==> config.mk <==
export PLATFORM = sky130hd
export DESIGN_NAME = msi_source_id_mapper
export DESIGN_NICKNAME = d
export VERILOG_FILES = /design/src/logic/msi_pkg.sv /design/src/logic/map_if.sv /design/src/logic/msi_source_id_mapper.sv /design/src/logic/map_table.sv
export VERILOG_INCLUDE_DIRS = /design/src /design/src/logic
export SDC_FILE = /design/constraint.sdc
export NUM_CORES = 1
export LEC_CHECK = 0
export ABC_AREA = 1
export BUFFER_PORTS_ARGS = -buffer_cell sky130_fd_sc_hd__buf_2
export CAP_MARGIN = 0
export CORE_MARGIN = 2
export CORE_UTILIZATION = 25
export DETAILED_ROUTE_END_ITERATION = 10
export GPL_TIMING_DRIVEN = 0
export HOLD_SLACK_MARGIN = 0.15
export MAX_ROUTING_LAYER = met4
export SLEW_MARGIN = 20
export SYNTH_ARGS = -nofsm -noshare
export SYNTH_HDL_FRONTEND = slang
export SYNTH_HIERARCHICAL = 1
export SYNTH_SLANG_ARGS = --single-unit
export TNS_END_PERCENT = 1
==> constraint.sdc <==
create_clock -name clk -period 9.4 [get_ports clk]
set_clock_uncertainty 0.2 [all_clocks]
set_input_delay 0.94 -clock clk [delete_from_list [all_inputs] [get_ports clk]]
set_output_delay 0.94 -clock clk [all_outputs]
set_load 0.05 [all_outputs]
==> src/logic/msi_map.svh <==
// msi_map.svh: widths, encodings and fixed values of the source identifier mapper
// assumes: included by the package and the design files, by bare name
`ifndef MSI_MAP_SVH
`define MSI_MAP_SVH

// ------------------------------------------------------------
// sizes of the master and translator tables
// ------------------------------------------------------------
`define MSI_MASTERS   8
`define MSI_MIDX_W    3
`define MSI_TRANS     4
`define MSI_TIDX_W    2
`define MSI_GRP_W     2

// ------------------------------------------------------------
// identifier widths, common to every translator group
// ------------------------------------------------------------
`define MSI_RID_N     16
`define MSI_RCB_W     4
`define MSI_STREAM_W  20
`define MSI_SRC_W     20
`define MSI_EVT_W     16

// ------------------------------------------------------------
// fixed values
// ------------------------------------------------------------
`define MSI_SRC_POISON 20'hfffff
`define MSI_COHERENT_ACCESS_FLAG     1'h1

`endif

==> src/logic/msi_pkg.sv <==
// msi_pkg: types shared by the mapper top, its table and the carrier
// assumes: msi_map.svh sits on the include path
package msi_pkg;
  `include "msi_map.svh"

  // ------------------------------------------------------------
  // kinds of master and illegal-write policies
  // ------------------------------------------------------------
  typedef enum logic [1:0] {
    KIND_DIRECT,
    KIND_CLIENT,
    KIND_BRIDGE,
    KIND_PE
  } master_kind_t;

  typedef enum logic [1:0] {
    POL_IGNORE,
    POL_ABORT,
    POL_POISON
  } illegal_policy_t;

  // one master table entry
  typedef struct packed {
    logic                     capable; // expected to send interrupt writes
    master_kind_t             kind;    // how the identifier is formed
    logic [`MSI_GRP_W-1:0]    grp;     // the one group of this master
    logic [`MSI_SRC_W-1:0]    offset;  // constant added to the identifier
    logic [`MSI_RCB_W-1:0]    rc_base; // bridge constant above bit n
  } master_entry_t;
endpackage

==> src/logic/map_if.sv <==
// map_if: carrier between the mapper top and its lookup table
// assumes: one clock; the table answers lookups in the same cycle
`timescale 1ns/100ps
`include "msi_map.svh"
interface map_if;
  import msi_pkg::*;
  logic [`MSI_MIDX_W-1:0]   m_idx;    // master of the write
  logic [`MSI_TIDX_W-1:0]   t_idx;    // target translator
  logic [`MSI_STREAM_W-1:0] stream;   // incoming stream identifier
  logic                     legal;    // write may raise an interrupt
  logic                     foreign;  // target outside master's group
  logic                     incapable;// master not meant to send
  logic [`MSI_SRC_W-1:0]    src_id;   // mapped source identifier
  logic [`MSI_MASTERS-1:0]  term_vec; // masters that must not stall
  logic                     cfg_valid;// table write strobe
  logic                     cfg_trans;// write targets translator table
  logic [`MSI_MIDX_W-1:0]   cfg_index;// entry written
  master_entry_t            cfg_entry;// master entry data
  logic [`MSI_GRP_W-1:0]    cfg_group;// translator group data
  logic                     cfg_lock; // freeze the tables
  logic                     locked;   // tables frozen

  modport table_side (input m_idx, t_idx, stream, cfg_valid, cfg_trans, cfg_index,
                      cfg_entry, cfg_group, cfg_lock,
                      output legal, foreign, incapable, src_id, term_vec, locked);
  modport user_side (output m_idx, t_idx, stream, cfg_valid, cfg_trans, cfg_index,
                     cfg_entry, cfg_group, cfg_lock,
                     input legal, foreign, incapable, src_id, term_vec, locked);
endinterface

==> src/logic/msi_source_id_mapper.sv <==
// msi_source_id_mapper: checks interrupt writes and maps source identifiers
// assumes: masters and translators share clk; config and strap are same-clock logic
//
// Notes on behaviour
// RL1 - each master and translator in one group
// RL2 - cross-group interrupt write is illegal
// RL3 - illegal write dropped or aborted, never valid; under POL_POISON it is forwarded valid with MSI_SRC_POISON
// RL4 - masters aim only at own-group translators
// RL5 - each group is its own identifier namespace
// RL6 - group translators share widths, accept all members
// RL7 - same identifier whichever translator is targeted
// RL8 - group assignment frozen after initialisation
// RL9 - client identifier is stream plus fixed offset
// RL10 - bridge identifier from requester by offset
// RL11 - direct master identifier fixed by design
// RL12 - incapable master cannot impersonate another
// RL13 - processing element writes get same protection
// RL14 - translation unit accesses coherent, flag one
// RL15 - stalled master never blocks other masters
// RL16 - root complex bridges terminate, never stall
// RL17 - identifiers dense per group from zero
// RL18 - illegal: ignored, aborted or non-aliasing identifier
// RL19 - stream passed unmodified, zero-extended plus offset
// RL20 - bridge stream is requester plus base above n
// RL21 - stream to identifier mapping one-to-one
// RL22 - fixed per-master table, group compare, flag
`timescale 1ns/100ps
`include "msi_map.svh"
module msi_source_id_mapper
  import msi_pkg::*;
(
  input  wire logic                     clk,                   // system clock
  input  wire logic                     rst_n,                 // sync reset, low
  input  wire illegal_policy_t          illegal_policy,        // strap, taken after reset
  input  wire logic                     cfg_valid,             // table write strobe
  input  wire logic                     cfg_trans,             // write translator table
  input  wire logic [`MSI_MIDX_W-1:0]   cfg_index,             // entry index
  input  wire master_entry_t            cfg_entry,             // master entry data
  input  wire logic [`MSI_GRP_W-1:0]    cfg_group,             // translator group
  input  wire logic                     cfg_lock,              // freeze tables
  output logic                          locked,                // tables frozen
  input  wire logic                     req_valid,             // write offered
  output logic                          req_ready,             // write taken
  input  wire logic [`MSI_MIDX_W-1:0]   req_master,            // sending master
  input  wire logic [`MSI_TIDX_W-1:0]   req_translator,        // target translator
  input  wire logic [`MSI_STREAM_W-1:0] req_stream_identifier, // stream or requester id
  input  wire logic [`MSI_EVT_W-1:0]    req_event_number,      // event number
  input  wire logic [`MSI_MASTERS-1:0]  fault_stall,           // per-master fault stall
  output logic                          out_valid,             // write to translator
  input  wire logic                     out_ready,             // translator takes it
  output logic [`MSI_TIDX_W-1:0]        out_translator,        // translator index
  output logic [`MSI_SRC_W-1:0]         out_source_identifier, // mapped identifier
  output logic [`MSI_EVT_W-1:0]         out_event_number,      // event number
  output logic                          resp_valid,            // completion pulse
  output logic                          resp_abort,            // write aborted
  output logic                          resp_ignored,          // write ignored
  output logic                          illegal_event,         // illegal write pulse
  output logic [`MSI_MASTERS-1:0]       terminate_on_fault,    // masters kept off stall
  output logic                          coherent_access_flag   // translation coherent
);

  // ------------------------------------------------------------
  // state
  // ------------------------------------------------------------
  typedef struct packed {
    logic                     init;   // strap captured
    illegal_policy_t          policy; // illegal-write action
    logic                     ovalid; // output write pending
    logic [`MSI_TIDX_W-1:0]   otrans; // output translator
    logic [`MSI_SRC_W-1:0]    osrc;   // output identifier
    logic [`MSI_EVT_W-1:0]    oevt;   // output event
    logic                     rvalid; // response pulse
    logic                     rabort; // response is abort
    logic                     rign;   // response is ignored
    logic                     ill;    // illegal pulse
    logic [`MSI_MASTERS-1:0]  term;   // terminate vector
  } st_t;

  st_t  st_q;
  st_t  st_d;
  logic fire;      // request accepted this cycle
  logic stalled;   // sender is stalled on a fault
  map_if mi();     // lookup carrier

  // ------------------------------------------------------------
  // lookup table
  // ------------------------------------------------------------
  map_table u_table (
    .clk   (clk),
    .rst_n (rst_n),
    .mi    (mi)
  );

  // config and lookup requests go straight to the table
  always_comb begin
    mi.m_idx     = req_master;
    mi.t_idx     = req_translator;
    mi.stream    = req_stream_identifier; // used as given RL19
    mi.cfg_valid = cfg_valid;
    mi.cfg_trans = cfg_trans;
    mi.cfg_index = cfg_index;
    mi.cfg_entry = cfg_entry;
    mi.cfg_group = cfg_group;
    mi.cfg_lock  = cfg_lock;
  end

  // ------------------------------------------------------------
  // acceptance: a stall only holds its own master
  // ------------------------------------------------------------
  always_comb begin
    // bridges are never stalled, their faults terminate RL16
    stalled   = fault_stall[req_master] && !mi.term_vec[req_master]; // RL15
    // nothing passes until the tables are frozen
    req_ready = mi.locked && st_q.init && !stalled && (!st_q.ovalid || out_ready);
    fire      = req_valid && req_ready;
  end

  // ------------------------------------------------------------
  // next state
  // ------------------------------------------------------------
  always_comb begin
    st_d        = st_q;
    st_d.rvalid = 1'h0;
    st_d.rabort = 1'h0;
    st_d.rign   = 1'h0;
    st_d.ill    = 1'h0;
    st_d.term   = mi.term_vec;
    // strap caught once, after reset release
    if (!st_q.init) begin
      st_d.init   = 1'h1;
      st_d.policy = illegal_policy;
    end
    // translator took the pending write
    if (st_q.ovalid && out_ready) begin
      st_d.ovalid = 1'h0;
    end
    if (fire) begin
      st_d.rvalid = 1'h1; // RL22
      st_d.otrans = req_translator;
      st_d.oevt   = req_event_number; // RL6
      if (mi.legal) begin
        st_d.ovalid = 1'h1;
        st_d.osrc   = mi.src_id; // RL7 RL9 RL10 RL11
      end else begin
        st_d.ill = 1'h1; // RL2 RL22
        case (st_q.policy)
          POL_ABORT: begin
            st_d.rabort = 1'h1; // RL3
          end
          POL_POISON: begin
            // reserved id aliases no legitimate master RL18
            st_d.ovalid = 1'h1;
            st_d.osrc   = `MSI_SRC_POISON; // RL12 RL13
          end
          default: begin
            st_d.rign = 1'h1; // write ignored RL3
          end
        endcase
      end
    end
  end

  always_ff @(posedge clk) begin
    if (!rst_n) begin
      st_q <= '0;
    end else begin
      st_q <= st_d;
    end
  end

  // ------------------------------------------------------------
  // outputs
  // ------------------------------------------------------------
  always_comb begin
    locked                = mi.locked;
    out_valid             = st_q.ovalid;
    out_translator        = st_q.otrans;
    out_source_identifier = st_q.osrc;
    out_event_number      = st_q.oevt;
    resp_valid            = st_q.rvalid;
    resp_abort            = st_q.rabort;
    resp_ignored          = st_q.rign;
    illegal_event         = st_q.ill;
    terminate_on_fault    = st_q.term;
    coherent_access_flag  = `MSI_COHERENT_ACCESS_FLAG; // RL14
  end
endmodule

==> src/logic/map_table.sv <==
// map_table: group tables and identifier arithmetic of the mapper
// assumes: config comes from same-clock logic before the lock
`timescale 1ns/100ps
`include "msi_map.svh"
module map_table
  import msi_pkg::*;
(
  input wire logic   clk,   // system clock
  input wire logic   rst_n, // synchronous reset, active low
  map_if.table_side  mi     // lookup and config carrier
);

  // ------------------------------------------------------------
  // state
  // ------------------------------------------------------------
  typedef struct packed {
    master_entry_t [`MSI_MASTERS-1:0]               mst;  // per master
    logic [`MSI_TRANS-1:0][`MSI_GRP_W-1:0]          tgrp; // per translator
    logic                                           lock; // frozen
  } tbl_t;

  tbl_t st_q;
  tbl_t st_d;
  master_entry_t ent; // entry of the looking master
  logic [`MSI_SRC_W:0] sum; // identifier with carry bit

  // fixed, offset or bridge mapping; carry flags a wrap
  function automatic logic [`MSI_SRC_W:0] map_src(master_entry_t e,
                                                   logic [`MSI_STREAM_W-1:0] s);
    logic [`MSI_STREAM_W-1:0] sid;
    sid = s;
    case (e.kind)
      KIND_DIRECT: map_src = {1'h0, e.offset}; // fixed by design RL11
      KIND_CLIENT: map_src = {1'h0, s} + {1'h0, e.offset}; // RL9
      KIND_BRIDGE: begin
        sid = {e.rc_base, s[`MSI_RID_N-1:0]}; // RL20
        map_src = {1'h0, sid} + {1'h0, e.offset}; // RL10
      end
      default: map_src = {1'h1, `MSI_SRC_POISON};
    endcase
  endfunction

  // ------------------------------------------------------------
  // next state: writes only until the lock
  // ------------------------------------------------------------
  always_comb begin
    st_d = st_q;
    if (mi.cfg_valid && !st_q.lock) begin
      if (mi.cfg_trans) begin
        st_d.tgrp[mi.cfg_index[`MSI_TIDX_W-1:0]] = mi.cfg_group; // RL1
      end else begin
        // offsets come from config, so ids can start at zero densely
        st_d.mst[mi.cfg_index] = mi.cfg_entry; // RL1 RL17
      end
    end
    if (mi.cfg_lock) begin
      st_d.lock = 1'h1; // never released but by reset RL8
    end
  end

  always_ff @(posedge clk) begin
    if (!rst_n) begin
      st_q <= '0;
    end else begin
      st_q <= st_d;
    end
  end

  // ------------------------------------------------------------
  // lookup: the id never depends on the translator index
  // ------------------------------------------------------------
  always_comb begin
    ent          = st_q.mst[mi.m_idx];
    sum          = map_src(ent, mi.stream); // RL7 RL19
    mi.src_id    = sum[`MSI_SRC_W-1:0];
    mi.incapable = !ent.capable || ent.kind == KIND_PE; // RL12 RL13
    mi.foreign   = ent.grp != st_q.tgrp[mi.t_idx]; // RL2 RL5
    // a wrapped sum or the reserved value would alias RL21
    mi.legal     = st_q.lock && !mi.incapable && !mi.foreign && !sum[`MSI_SRC_W]
                   && sum[`MSI_SRC_W-1:0] != `MSI_SRC_POISON; // RL6
    mi.locked    = st_q.lock;
    for (int i = 0; i < `MSI_MASTERS; i++) begin
      mi.term_vec[i] = st_q.mst[i].kind == KIND_BRIDGE; // RL16
    end
  end

endmodule

[Word level (Yosys, flattened, before mapping)]
Cells that the tools add are included.
W data, S select, Z words.
Word-level totals
  logic and storage cells: 137
  output and inout port bits: 54
  bits in registers: 295
Operators by class
  $lt $le $gt $ge: 6
  add/subtract/negate cells: 2
  eq/ne operators: 15
  bitwise logic cells: 3
  reduce and logical (&&, ||, !) cells: 31
  muxes and demuxes: 24
Operators by type and width (number)
  $bwmux W232: 1
  $bmux W29 S3: 1
  $demux W29 S3: 1
  $pmux W21 S3: 1
  $mux W29: 2
  $mux W43: 1
  $add A20 B20 Y21: 2
  $mux W20: 2
  $eq A2 B2 Y1 const B: 11
  $ne A20 B20 Y1 const B: 1
  $logic_and A1 B1 Y1: 13
  $bwmux W8: 1
  $logic_not A1 Y1: 8
  $lt A3 B4 Y1 const B: 2
  $reduce_and A2 Y1: 4
  $mux W1: 7
  $bmux W1 S3: 2
  $lt A2 B3 Y1 const B: 2
  $bmux W2 S2: 1
  $demux W2 S2: 1
  $eq A2 B1 Y1 const B: 2
  $mux W2: 2
  $ge A3 B1 Y1 const B: 1
  $mux W3: 1
  other kinds (8): 11

[Longest topological paths before layout]
Gate-level depths: netlist (run 1).
  word-level depth: 11
  gate-level depth with buffers: 34
  mapped depth without buffers: 29

[Cells and area by module]
Netlist (run 1), hierarchy kept.
Modules (own cells, without submodules)
  map_table: cells an instance 1989, area each 12542.0 um^2, instances 1, seq. area each 4824.6 um^2
  msi_source_id_mapper: cells an instance 340, area each 2528.7 um^2, instances 1, seq. area each 1081.0 um^2

[Least setup slack after synthesis (run 1)]
No wires, ideal clock.
  kind: input-to-reg
  start point: input req_master[1]
  end point: register st_q (netlist bit out_source_identifier[11])
  library setup time: 0.113 ns
  cell stages on the path: 30
  data required time: 9.087 ns
  buffers on the path: 5
  arrival: 4.385 ns
  slack: 4.703 ns
  path through: buf_2 -> inv_2 -> buf_6 -> buf_4 -> clkbuf_1 -> o21ai_0 -> o22ai_1 -> nand2_1 -> o21ai_0 -> inv_1 -> ha_1 -> o21ai_0 -> inv_1 -> ha_1 -> nand2_1 -> nor2_1 -> nand3_1 -> nor2_1 -> nor2_1 -> nand2_1 -> nand2_1 -> nand3_1 -> nand2_1 -> nand4_1 -> nor2_1 -> nor2_1 -> clkbuf_1 -> nand4_1 -> nand2_1 -> nor2_1
Between the ends
  elaborated cells on any way between the ends: 33
  those cells by class: 2 x add/sub; 5 x eq/ne; 8 x mux; 18 x reduce/logical
RTL lines
  start: declaration: RTL line msi_source_id_mapper.sv:44  | input wire logic [`MSI_MIDX_W-1:0] req_master,
  $bmux W29 S3 *: RTL line map_table.sv:73  | ent = st_q.mst[mi.m_idx];
  $mux W29 (not written as such) *: RTL line map_table.sv:73
  $add A20 B20 Y21 (tied with other cells): RTL line map_table.sv:37  | map_src = {1'h0, sid} + {1'h0, e.offset};
  $pmux W21 S3 *: RTL line map_table.sv:32  | case (e.kind)
  via mi.src_id[17]: RTL line map_if.sv:13  | logic [`MSI_SRC_W-1:0] src_id;
  $ne A20 B20 Y1 (no source line) *
  $logic_and A1 B1 Y1 (no source line) *
  via mi.legal: RTL line map_if.sv:10  | logic legal;
  $reduce_bool A2 Y1 (no source line)
  $reduce_and A2 Y1 (no source line)
  end signal: assignment: RTL line msi_source_id_mapper.sv:167  | st_q <= st_d;
  end: declaration: RTL line msi_source_id_mapper.sv:79  | st_t st_q;
Mark *: on every way through the listed nets, which the timed path passes. The rest lies on a longest branch. The select of a mux whose other input is x is not followed.
A chain may end at the register's enable or synchronous reset.

[Final worst setup path (run 1)]
  start point: input req_master[0]
  end point: register st_q (netlist bit out_source_identifier[16])
Between the ends
  cells in the longest elaborated chain, start to end: 11
  elaborated cells on any way between the ends: 33
  those cells by class: 2 x add/sub; 5 x eq/ne; 8 x mux; 18 x reduce/logical
Ends and longest elaborated chain (RTL line)
  $bmux W29 S3 *: map_table.sv:73
  $mux W29 (not written as such) *: map_table.sv:73
  parallel branches: the longest is 6 deep, another holds $add A20 B20 Y21
  $logic_and A1 B1 Y1 (no source line) *
  via mi.legal: map_if.sv:10
  $reduce_bool A2 Y1 (no source line)
  $reduce_and A2 Y1 (no source line)
Mark *: on every way through the listed nets, which the timed path passes. The select of a mux whose other input is x is not followed.

==> results of run 1 <==
==> registers in the layout, summed over array words and instances, names as in the netlist <==
name and count:
u_table/st_q 240, st_q 3, out_valid 1, out_source_identifier 20, out_translator 2, u_table/mi.locked 1
resp_valid 1, terminate_on_fault 8, out_event_number 16, resp_abort 1, resp_ignored 1, illegal_event 1
==> layout make-up <==
cell class                      instances  area, µm²
Multi-Input combinational cell       1646       7370
Tap cell                              782        978
Timing Repair Buffer                  119        596
Clock inverter                         13        160
Fill cell                            6655      42200
Sequential cell                       295       5910
Antenna cell                            4       10.0
Clock buffer                           49       1020
Inverter                              180        676
Buffer                                208       1120
==> worst max-delay path, delay by kind of cell <==
| family | cells | cell delay, ns |
|---|---|---|
| AO/OA/AOI/OAI | 8 | 1.58 |
| AND/OR/NAND/NOR | 8 | 1.02 |
| adder cells (fa/ha/maj) | 2 | 0.72 |
| buffers and inverters | 8 | 1.84 |
==> synth_stat cells, drive strengths merged, types with 7 or more instances <==
library cell  number  area [µm²]
a21oi             54         270
and2              12        75.1
buf               94         659
clkbuf           114         459
dfxtp            295        5910
ha                25         313
inv              180         676
nand2            264         991
nand3            109         556
nand4             27         184
nor2             743        2800
nor3               8        45.0
o211ai            14         105
o21ai            360        1800
o221ai             7        61.3
==> kinds of logic (layout without fill, tap and decap cells) <==
group,count (synthesis),in the layout
simple gates,1170,1170
compound gates,447,447
buf+inv,388,569
flops,295,295
fa+ha+maj,26,26
xor+xnor,2,2
other cells,1,5
==> metal layers <==
metal	vias up	share of wire	track usage
met3	145	0.10	0.0387
li1	7681	-	-
met5	-	0	-
met2	777	0.44	0.296
met4	0	0.045	0.0912
met1	7201	0.41	0.247
==> path summary, 6_finish.rpt <==
| check | startpoint | depth (start not counted) | slack (ns) | end |
|---|---|---|---|---|
| max | req_master[0] | 26 | 3.49 | out_source_identifier[16] |
| min | u_table/st_q[49] | 2 | 0.26 | u_table/st_q[49] |
| max reg2reg | u_table/st_q[181] | 27 | 4.69 | out_source_identifier[16] |
| min reg2reg | u_table/st_q[49] | 2 | 0.26 | u_table/st_q[49] |
==> metrics by stage <==
stage / hold slack [ns] / total power [mW] / setup WS, ns
floorplan: 0.225 / 1.62 / 4.70
global placement: 0.241 / 1.79 / 3.03
detailed placement: 0.246 / 1.79 / 3.09
CTS: 0.256 / 3.18 / 3.60
global route: 0.269 / 3.29 / 2.98
finish: 0.258 / 3.17 / 3.49
==> report_power, final <==
group          switching, mW  leakage [nW]  internal, mW
clock                  0.556         0.579         0.842
sequential            0.0115          2.38          1.27
combinational          0.348          5.38         0.141
total                  0.915          8.34          2.26
==> impl_results.md, run 1 <==
- Routed wire per std cell: 18.4 µm
- GRT Total Usage: 0.194
- Clock buffer depth: 3
- Drt first pass iters: 6
- Clock tree root buffer cell: clkbuf_16
- Port bufs: 119
- CP max FO: 10
- Largest family of logic cells by synthesized area: simple AND/OR/NAND/NOR gates
- Seq cells post-synth: 295
- Max Slew Vio Count: 0
- Max cap viols: 0
- Final period util: 0.629
- Initial antenna violation count: 4
- Finished Layout Cells: 3296
- Share of cells above drive strength 1: 0.118
- RePlAce Congestion: 0.969
- Setup crit end kind: register
- CTS Buf Count: 35
- Net count after synthesis: 2447
- CP dominant cell by count: nand2_1
- VDD IR max: 0.110 mV
- Adder-Cell Fraction of Synth Area: 0.0221
- Reg clk slew, reported paths: 0.06 ns
- Post-CTS sizing: 0
- Fmax: 169 MHz
- Final setup viols: 0
- Post-synthesis cell count: 2329
- Lkg Pwr: 8.34 nW
- Ys async rst share: 0
- Hold-fix buffer count after cts: 0
- Total die area: 0.0623 mm²
- Avg Cell Area, Syn: 6.47 µm²
- Worst rel slew slack: 0.426
- H-tree depth: 2
- DR iter-0 viols: 2032
- Final WL: 60.5 mm
- Fin. Hold Viols: 0
- Seq/Total Area, Yosys: 0.392
- Starting Density: 0.251
- Congestion Overflow GR: 0
- Final Critical Period: 5.91 ns
- # IOs: 146
- Final core occ: 0.297
- Critical Path Start Type: primary input
- RSZ-0062 raised after global routing: false
- Clk Latency, worst-skew pair: 0.55 ns
- Final ANT Viol Nets: 0
- XOR/XNOR share of the synthesized area: 0.00116
- Vias in the first global route: 14700
- Critical-path cell with the highest stage delay: o21ai_0
- Mux share of post-synthesis cell area: 0
- Post-route cell area: 0.0178 mm²
- Setup TNS: 0 ns
- Required time of the worst setup path: 9.63 ns
- Core area: 0.0600 mm²
- Outcome: finished, final reports clean
- Pwr Density: 178 mW/mm²
- Post-synth EDFFs: 0
- P&R area growth vs syn: 18.3%
- Global-route wire length before repair: 90.0 mm
- Worst path max stage delay: 0.51 ns
- Kind of critical path: in2reg
- Most common cell after layout, fill and taps aside: nor2_1
- Synth Area in Compound Gates: 0.154
- CTS tree: built
- Die X: 250 µm
- Syn Std Cell Area: 0.0151 mm²
- Avg Vias per Cell: 4.79
- Sink Count: 295
- Post-synth cell types: 35
- Slew @ Worst Pin: 0.861 ns
- Main synth FF type: dfxtp_1
- Vias after detailed routing: 15800
- DP Area: 0.0166 mm²
- Largest net degree at the start of global routing: 14
- Setup Buffers After CTS: 0
- HPWL Detailed: 44.2 mm
- DRC violations left: 0
- Placed cell count: 3230
- Most frequent cells in the layout: nor2_1, o21ai_0, dfxtp_1
- Row cnt: 90
- DIE HEIGHT: 250 µm
- Crit path DAT: 6.14 ns
- Synth Area in Simple Gates: 0.312
- Synthesis warning total: 6
- Hold Path Class: reg2reg
- Final nets: 2603
Power figures use the tool's default switching activity.
==> run 2, diff against run 1 <==
==> constraint.sdc (replaced) <==
create_clock -name clk -period 4.9 [get_ports clk]
set_clock_uncertainty 0.2 [all_clocks]
set_input_delay 0.49 -clock clk [delete_from_list [all_inputs] [get_ports clk]]
set_output_delay 0.49 -clock clk [all_outputs]
set_load 0.05 [all_outputs]
==> run 2 against run 1 <==
  * Cell count up 1.5%
  * First-iteration DRC count down 11%
  * Sequential share of layout area down 1.0 points
  * Total power up 93%
  * Combinational power up 100%
  * Wire length up 0.40%
  * Core utilization up 0.95 points
  * Critical path depth up 1
  * Design area up 3.2%
  * Die area unchanged
  * Global-route usage up 0.11 points
  * Critical endpoint unchanged
  * Largest cell class unchanged
  * Highest routed layer unchanged
==> impl_results.md, run 2 (synthesis results as in run 1) <==
- Outcome: finished, final reports clean
- Critical Path Start Type: primary input
- Flop pwr share: 0.402 (-0.003)
- CP dominant cell by count: nand2_1
- Clock power frac: 0.438 (-0.003)
- VDD IR max: 0.216 mV (+96%)
- Share of cells above drive strength 1: 0.119 (+0.00121)
- Clk Latency, worst-skew pair: 0.55 ns (about the same)
- DR iter-0 viols: 1815 (-11%)
- Most common cell after layout, fill and taps aside: nor2_1
- # fillers: 6604 (-0.77%)
- Worst path max stage delay: 0.38 ns (-0.13 ns)
- Initial antenna violation count: 2 (-2)
- Final WL: 60.8 mm (+0.40%)
- Avg Vias per Cell: 4.78 (-0.38%)
- Max Slew Vio Count: 0 (unchanged)
- RSZ-0062 raised after global routing: false
- Fmax: 218 MHz
- GRT Total Usage: 0.196 (+0.00110)
- H-tree depth: 2 (unchanged)
- Pwr Density: 333 mW/mm² (+87%)
- Finished Layout Cells: 3344 (+1.5%)
- Reg clk slew, reported paths: 0.06 ns (about the same)
- P&R area growth vs syn: 22.1%
- Critical-path cell with the highest stage delay: ha_2
- Starting Density: 0.251 (unchanged)
- Placed cell count: 3230 (unchanged)
- Combinational share of power: 0.160 (+0.006)
- Largest net degree at the start of global routing: 14 (unchanged)
- Final setup viols: 0 (unchanged)
- Clock buffer depth: 3 (unchanged)
- Core area: 0.0600 mm² (unchanged)
- Global-route wire length before repair: 90.8 mm (+0.90%)
- Vias after detailed routing: 16000 (+1.1%)
- CTS Buf Count: 35 (unchanged)
- Buf/Inv on CP: 8 (unchanged)
- Congestion Overflow GR: 0 (unchanged)
- NetSw: 1.77 mW (+93%)
- Worst rel slew slack: 0.414 (-0.0124)
- Final period util: 0.936
- Port bufs: 119 (unchanged)
- Sink Count: 295 (unchanged)
- Clock tree root buffer cell: clkbuf_16
- Die X: 250 µm (unchanged)
- Final nets: 2653 (+1.9%)
- Final ANT Viol Nets: 0 (unchanged)
- Lkg Pwr: 8.57 nW (+2.8%)
- Final Critical Period: 4.59 ns
- Row cnt: 90 (unchanged)
- HPWL Detailed: 44.2 mm (unchanged)
- Slew @ Worst Pin: 0.879 ns (+0.0186 ns)
- Final Power: 6.13 mW (+93%)
- Vias in the first global route: 15100 (+2.1%)
- Setup crit end kind: register
- DRC violations left: 0 (unchanged)
- Setup TNS: 0 ns (unchanged)
- Hold Path Class: in2reg
- Routed wire per std cell: 18.2 µm (-1.0%)
- Sw Share: 0.288 (about the same)
- RePlAce Congestion: 0.969 (unchanged)
- Required time of the worst setup path: 5.13 ns (-4.50 ns)
- Setup Buffers After CTS: 0 (unchanged)
- Fin. Hold Viols: 0 (unchanged)
- Most flops, register: u_table/st_q
- CP max FO: 10 (unchanged)
- # IOs: 146 (unchanged)
- DP Area: 0.0166 mm² (unchanged)
- Post-route cell area: 0.0184 mm² (+3.2%)
- DIE HEIGHT: 250 µm (unchanged)
- Most frequent cells in the layout: nor2_1, o21ai_0, dfxtp_1
- Drt first pass iters: 7 (+1)
- Max cap viols: 0 (unchanged)
- Kind of critical path: in2reg
- Max reg flops: 240 (unchanged)
- CTS tree: built
- Total die area: 0.0623 mm² (unchanged)
- Kind of cell adding the most delay to the critical path: buffers and inverters
- Internal: 4.36 mW (+93%)
- Crit path DAT: 4.82 ns (-1.32 ns)
-- run 2: cell types whose count changed in the layout (fill, tap and decap cells not counted), moves of 2 or more --
| cell | before | now |
|---|---|---|
| buf_2 | 136 | 132 |
| ha_1 | 25 | 22 |
| dlygate4sd3_1 | 0 | 52 |
| nor2_2 | 1 | 3 |
| clkbuf_1 | 95 | 91 |
| clkbuf_4 | 0 | 5 |
| nor2_1 | 741 | 738 |
| ha_4 | 0 | 2 |
| diode_2 | 4 | 2 |
| o21ai_0 | 347 | 345 |
-- run 2: worst reg2reg max path, stage by stage, from the launching register on --
cell and delay, ns:
dfxtp_1 0.37, nor2_1 0.06, o22ai_1 0.19, inv_1 0.07, o21ai_0 0.25, inv_1 0.15, ha_4 0.22, o21ai_1 0.32
ha_2 0.38, a21oi_1 0.14, o21ai_0 0.10, a21oi_1 0.18, nand2_1 0.07, nand2_1 0.07, a21oi_1 0.06, o22ai_1 0.23
nand2_1 0.14, nor2_4 0.20, clkbuf_4 0.26, nand4_1 0.12, nand2_1 0.11, nor2_1 0.05
-- run 2: repair_timing --
action | in CTS | in global routing
hold endpoints to repair | 207 | 0
pin swaps | 0 | 2
gates resized for setup | 9 | 14
hold buffers | 52 | 0
setup endpoints to repair | 24 | 24
-- run 2: metal layers --
layer / share of wire / track usage
met3: 0.096 / 0.0344
met4: 0.050 / 0.0917
met5: 0 / -
met2: 0.43 / 0.299
met1: 0.42 / 0.250
-- run 2: layout make-up --
cell class / instances / area (µm²) / area share
Timing Repair Buffer: 171 / 1120 / 0.0606
Tap cell: 782 / 978 / 0.0532
Sequential cell: 295 / 5910 / 0.321
Clock inverter: 13 / 160 / 0.00870
Inverter: 180 / 676 / 0.0367
Multi-Input combinational cell: 1646 / 7410 / 0.403
Antenna cell: 2 / 5.00 / 0.000272
Buffer: 206 / 1130 / 0.0614
Clock buffer: 49 / 1020 / 0.0554
-- run 2: power by group through the flow --
stage	sequential, mW	clock [mW]	combinational [mW]
2_1_floorplan	2.52	0	0.594
3_3_place_gp	2.52	0	0.912
5_1_grt	2.47	2.81	1.07
6_report	2.47	2.68	0.980
3_5_place_dp	2.52	0	0.913
4_1_cts	2.47	2.71	0.953
-- run 2: final timing paths --
check                              end  cells after the start              start  slack [ns]
max          out_source_identifier[16]                     27      req_master[1]        0.31
min                  u_table/st_q[161]                      3       cfg_entry[7]        0.17
max reg2reg  out_source_identifier[16]                     21  u_table/st_q[238]        0.83
min reg2reg          u_table/st_q[107]                      2  u_table/st_q[107]        0.26
-- run 2: through the flow --
| stage | hold slack [ns] | worst slack [ns] | util |
|---|---|---|---|
| finish | 0.165 | 0.312 | 0.307 |
| global route | 0.176 | 0.0319 | 0.307 |
| CTS | 0.151 | 0.0104 | 0.306 |
| detailed placement | 0.246 | -0.964 | 0.277 |
| global placement | 0.241 | -1.02 | 0.277 |
| floorplan | 0.225 | 0.653 | - |
==> run 3, diff against run 2 <==
--- a/config.mk
+++ b/config.mk
@@ -15,6 +15,7 @@
 export GPL_TIMING_DRIVEN = 0
 export HOLD_SLACK_MARGIN = 0.15
 export MAX_ROUTING_LAYER = met4
+export RECOVER_POWER = 50
 export SLEW_MARGIN = 20
 export SYNTH_ARGS = -nofsm -noshare
 export SYNTH_HDL_FRONTEND = slang
==> run 3 against run 2 <==
  * Critical path depth rose by 4
  * Core utilization fell by 0.16 points
  * Clock power about the same
  * Clock-buffer cell count is the same
  * Total power shrank 0.15%
  * Maximum frequency rose by 1.4%
  * Via count up 0.67%
  * First-iteration DRC count rose by 6.5%
  * Critical endpoint unchanged
==> impl_results.md, run 3 (synthesis results as in run 1) <==
- Hold Path Depth: 3 (unchanged)
- Critical Path Start Type: primary input
- Finished Layout Cells: 3344 (unchanged)
- Fmax: 221 MHz (+1.4%)
- HPWL Detailed: 44.2 mm (unchanged)
- Most frequent cells in the layout: nor2_1, o21ai_0, dfxtp_1
- Vias in the first global route: 15100 (unchanged)
- Vias after detailed routing: 16100 (+0.67%)
- # IOs: 146 (unchanged)
- Final ANT Viol Nets: 0 (unchanged)
- VDD IR max: 0.217 mV (+0.58%)
- Slew @ Worst Pin: 0.897 ns (+0.0177 ns)
- Initial antenna violation count: 2 (unchanged)
- Routed wire per std cell: 18.2 µm (about the same)
- Final Power: 6.12 mW (-0.15%)
- RSZ-0062 raised after global routing: false
- DRC violations left: 0 (unchanged)
- CTS tree: built
- Hold Path Class: in2reg
- Total die area: 0.0623 mm² (unchanged)
- Most flops, register: u_table/st_q
- Reg clk slew, reported paths: 0.06 ns (about the same)
- Final Critical Period: 4.52 ns (-0.0629 ns)
- Outcome: finished, final reports clean
- Clock tree root buffer cell: clkbuf_16
- Crit path DAT: 4.76 ns (-0.06 ns)
- Clk Latency, worst-skew pair: 0.55 ns (about the same)
- CP dominant cell by count: nand2_1
- Fin. Hold Viols: 0 (unchanged)
- Required time of the worst setup path: 5.13 ns (about the same)
- H-tree depth: 2 (unchanged)
- CTS Buf Count: 35 (unchanged)
- WHS: 0.169 ns (+0.00435 ns)
- CP max FO: 10 (unchanged)
- P&R area growth vs syn: 21.5%
- Congestion Overflow GR: 0 (unchanged)
- Clock buffer depth: 3 (unchanged)
- Setup Buffers After CTS: 0 (unchanged)
- # fillers: 6637 (+0.50%)
- Largest net degree at the start of global routing: 14 (unchanged)
- Port bufs: 119 (unchanged)
- Setup crit end kind: register
- Most common cell after layout, fill and taps aside: nor2_1
- Die X: 250 µm (unchanged)
- Core area: 0.0600 mm² (unchanged)
- GRT Total Usage: 0.196 (unchanged)
- DR iter-0 viols: 1933 (+6.5%)
- R2R cell count: 25 (+19%)
- Final period util: 0.923 (-0.0128)
- Starting Density: 0.251 (unchanged)
- Critical-path cell with the highest stage delay: ha_4
- Sink Count: 295 (unchanged)
- Row cnt: 90 (unchanged)
- Avg Vias per Cell: 4.81 (+0.67%)
- Lkg Pwr: 8.33 nW (-2.8%)
- Max Slew Vio Count: 0 (unchanged)
- Max reg flops: 240 (unchanged)
- Max cap viols: 0 (unchanged)
- Final WL: 60.8 mm (about the same)
- Final setup viols: 0 (unchanged)
- Global-route wire length before repair: 90.8 mm (unchanged)
- Drt first pass iters: 6 (-1)
- DIE HEIGHT: 250 µm (unchanged)
- Kind of critical path: in2reg
- Share of cells above drive strength 1: 0.0949 (-0.0242)
- Pwr Density: 334 mW/mm² (+0.39%)
- Worst path max stage delay: 0.32 ns (-0.06 ns)
- Placed cell count: 3230 (unchanged)
- RePlAce Congestion: 0.969 (unchanged)
- Worst rel slew slack: 0.402 (-0.0118)
- Final nets: 2653 (unchanged)
[run 3: cell types whose count changed in the layout (fill, tap and decap cells not counted), moves of 2 or more]
cell      change
o21ai_0      +10
clkbuf_1     +58
inv_1         +2
clkbuf_2      -2
buf_2        -55
inv_2         -2
o21ai_1      -10
[run 3: report_power, final]
group | switching, mW | total [mW] | internal, mW
Sequential | 0.0220 | 2.47 | 2.44
Combinational | 0.677 | 0.975 | 0.298
Clock | 1.06 | 2.68 | 1.62
[run 3: path summary, 6_finish.rpt]
kind              slack (ns)                         to         startpoint
hold reg to reg         0.26          u_table/st_q[107]  u_table/st_q[107]
setup / recovery        0.38  out_source_identifier[16]      req_master[1]
setup reg to reg        0.88  out_source_identifier[16]  u_table/st_q[238]
hold / removal          0.17          u_table/st_q[161]       cfg_entry[7]
[run 3: area by class of cell]
type	count	area (µm²)	share of cell area
Clock buffer	49	1020	0.0557
Sequential cell	295	5910	0.323
Inverter	180	676	0.0369
Clock inverter	13	160	0.00875
Buffer	206	1120	0.0611
Multi-Input combinational cell	1646	7390	0.404
Timing Repair Buffer	171	1050	0.0573
Tap cell	782	978	0.0534
Antenna cell	2	5.00	0.000273
[run 3: what timing repair did]
item / 4_1_cts / 5_1_grt
setup endpoints to repair: 24 / 24
endpoints found under the hold margin: 207 / 0
gates cloned: 0 / 0
pin swaps: 0 / 2
hold buffers: 52 / 0
resized for setup: 9 / 14
[run 3: per-stage QoR]
stage               setup TNS (ns)  setup WS [ns]  utilization  area (µm²)
floorplan                        0          0.653            -       15100
global placement            -21.62          -1.02        0.277       16600
detailed placement          -20.40         -0.964        0.277       16600
CTS                              0         0.0104        0.306       18400
global route                     0         0.0180        0.305       18300
finish                           0          0.375        0.305       18300
[run 3: critical path: cells and delay by family]
kind	cells	cell delay, ns
AO/OA/AOI/OAI	4	0.55
buffers and inverters	10	1.68
AND/OR/NAND/NOR	15	1.47
adder cells (fa/ha/maj)	2	0.54
[run 3: metal layers]
metal / routed length (µm) / GRT usage
met4: 2900 / 0.0917
met2: 26600 / 0.299
met5: 0 / -
met1: 25200 / 0.250
met3: 6090 / 0.0344
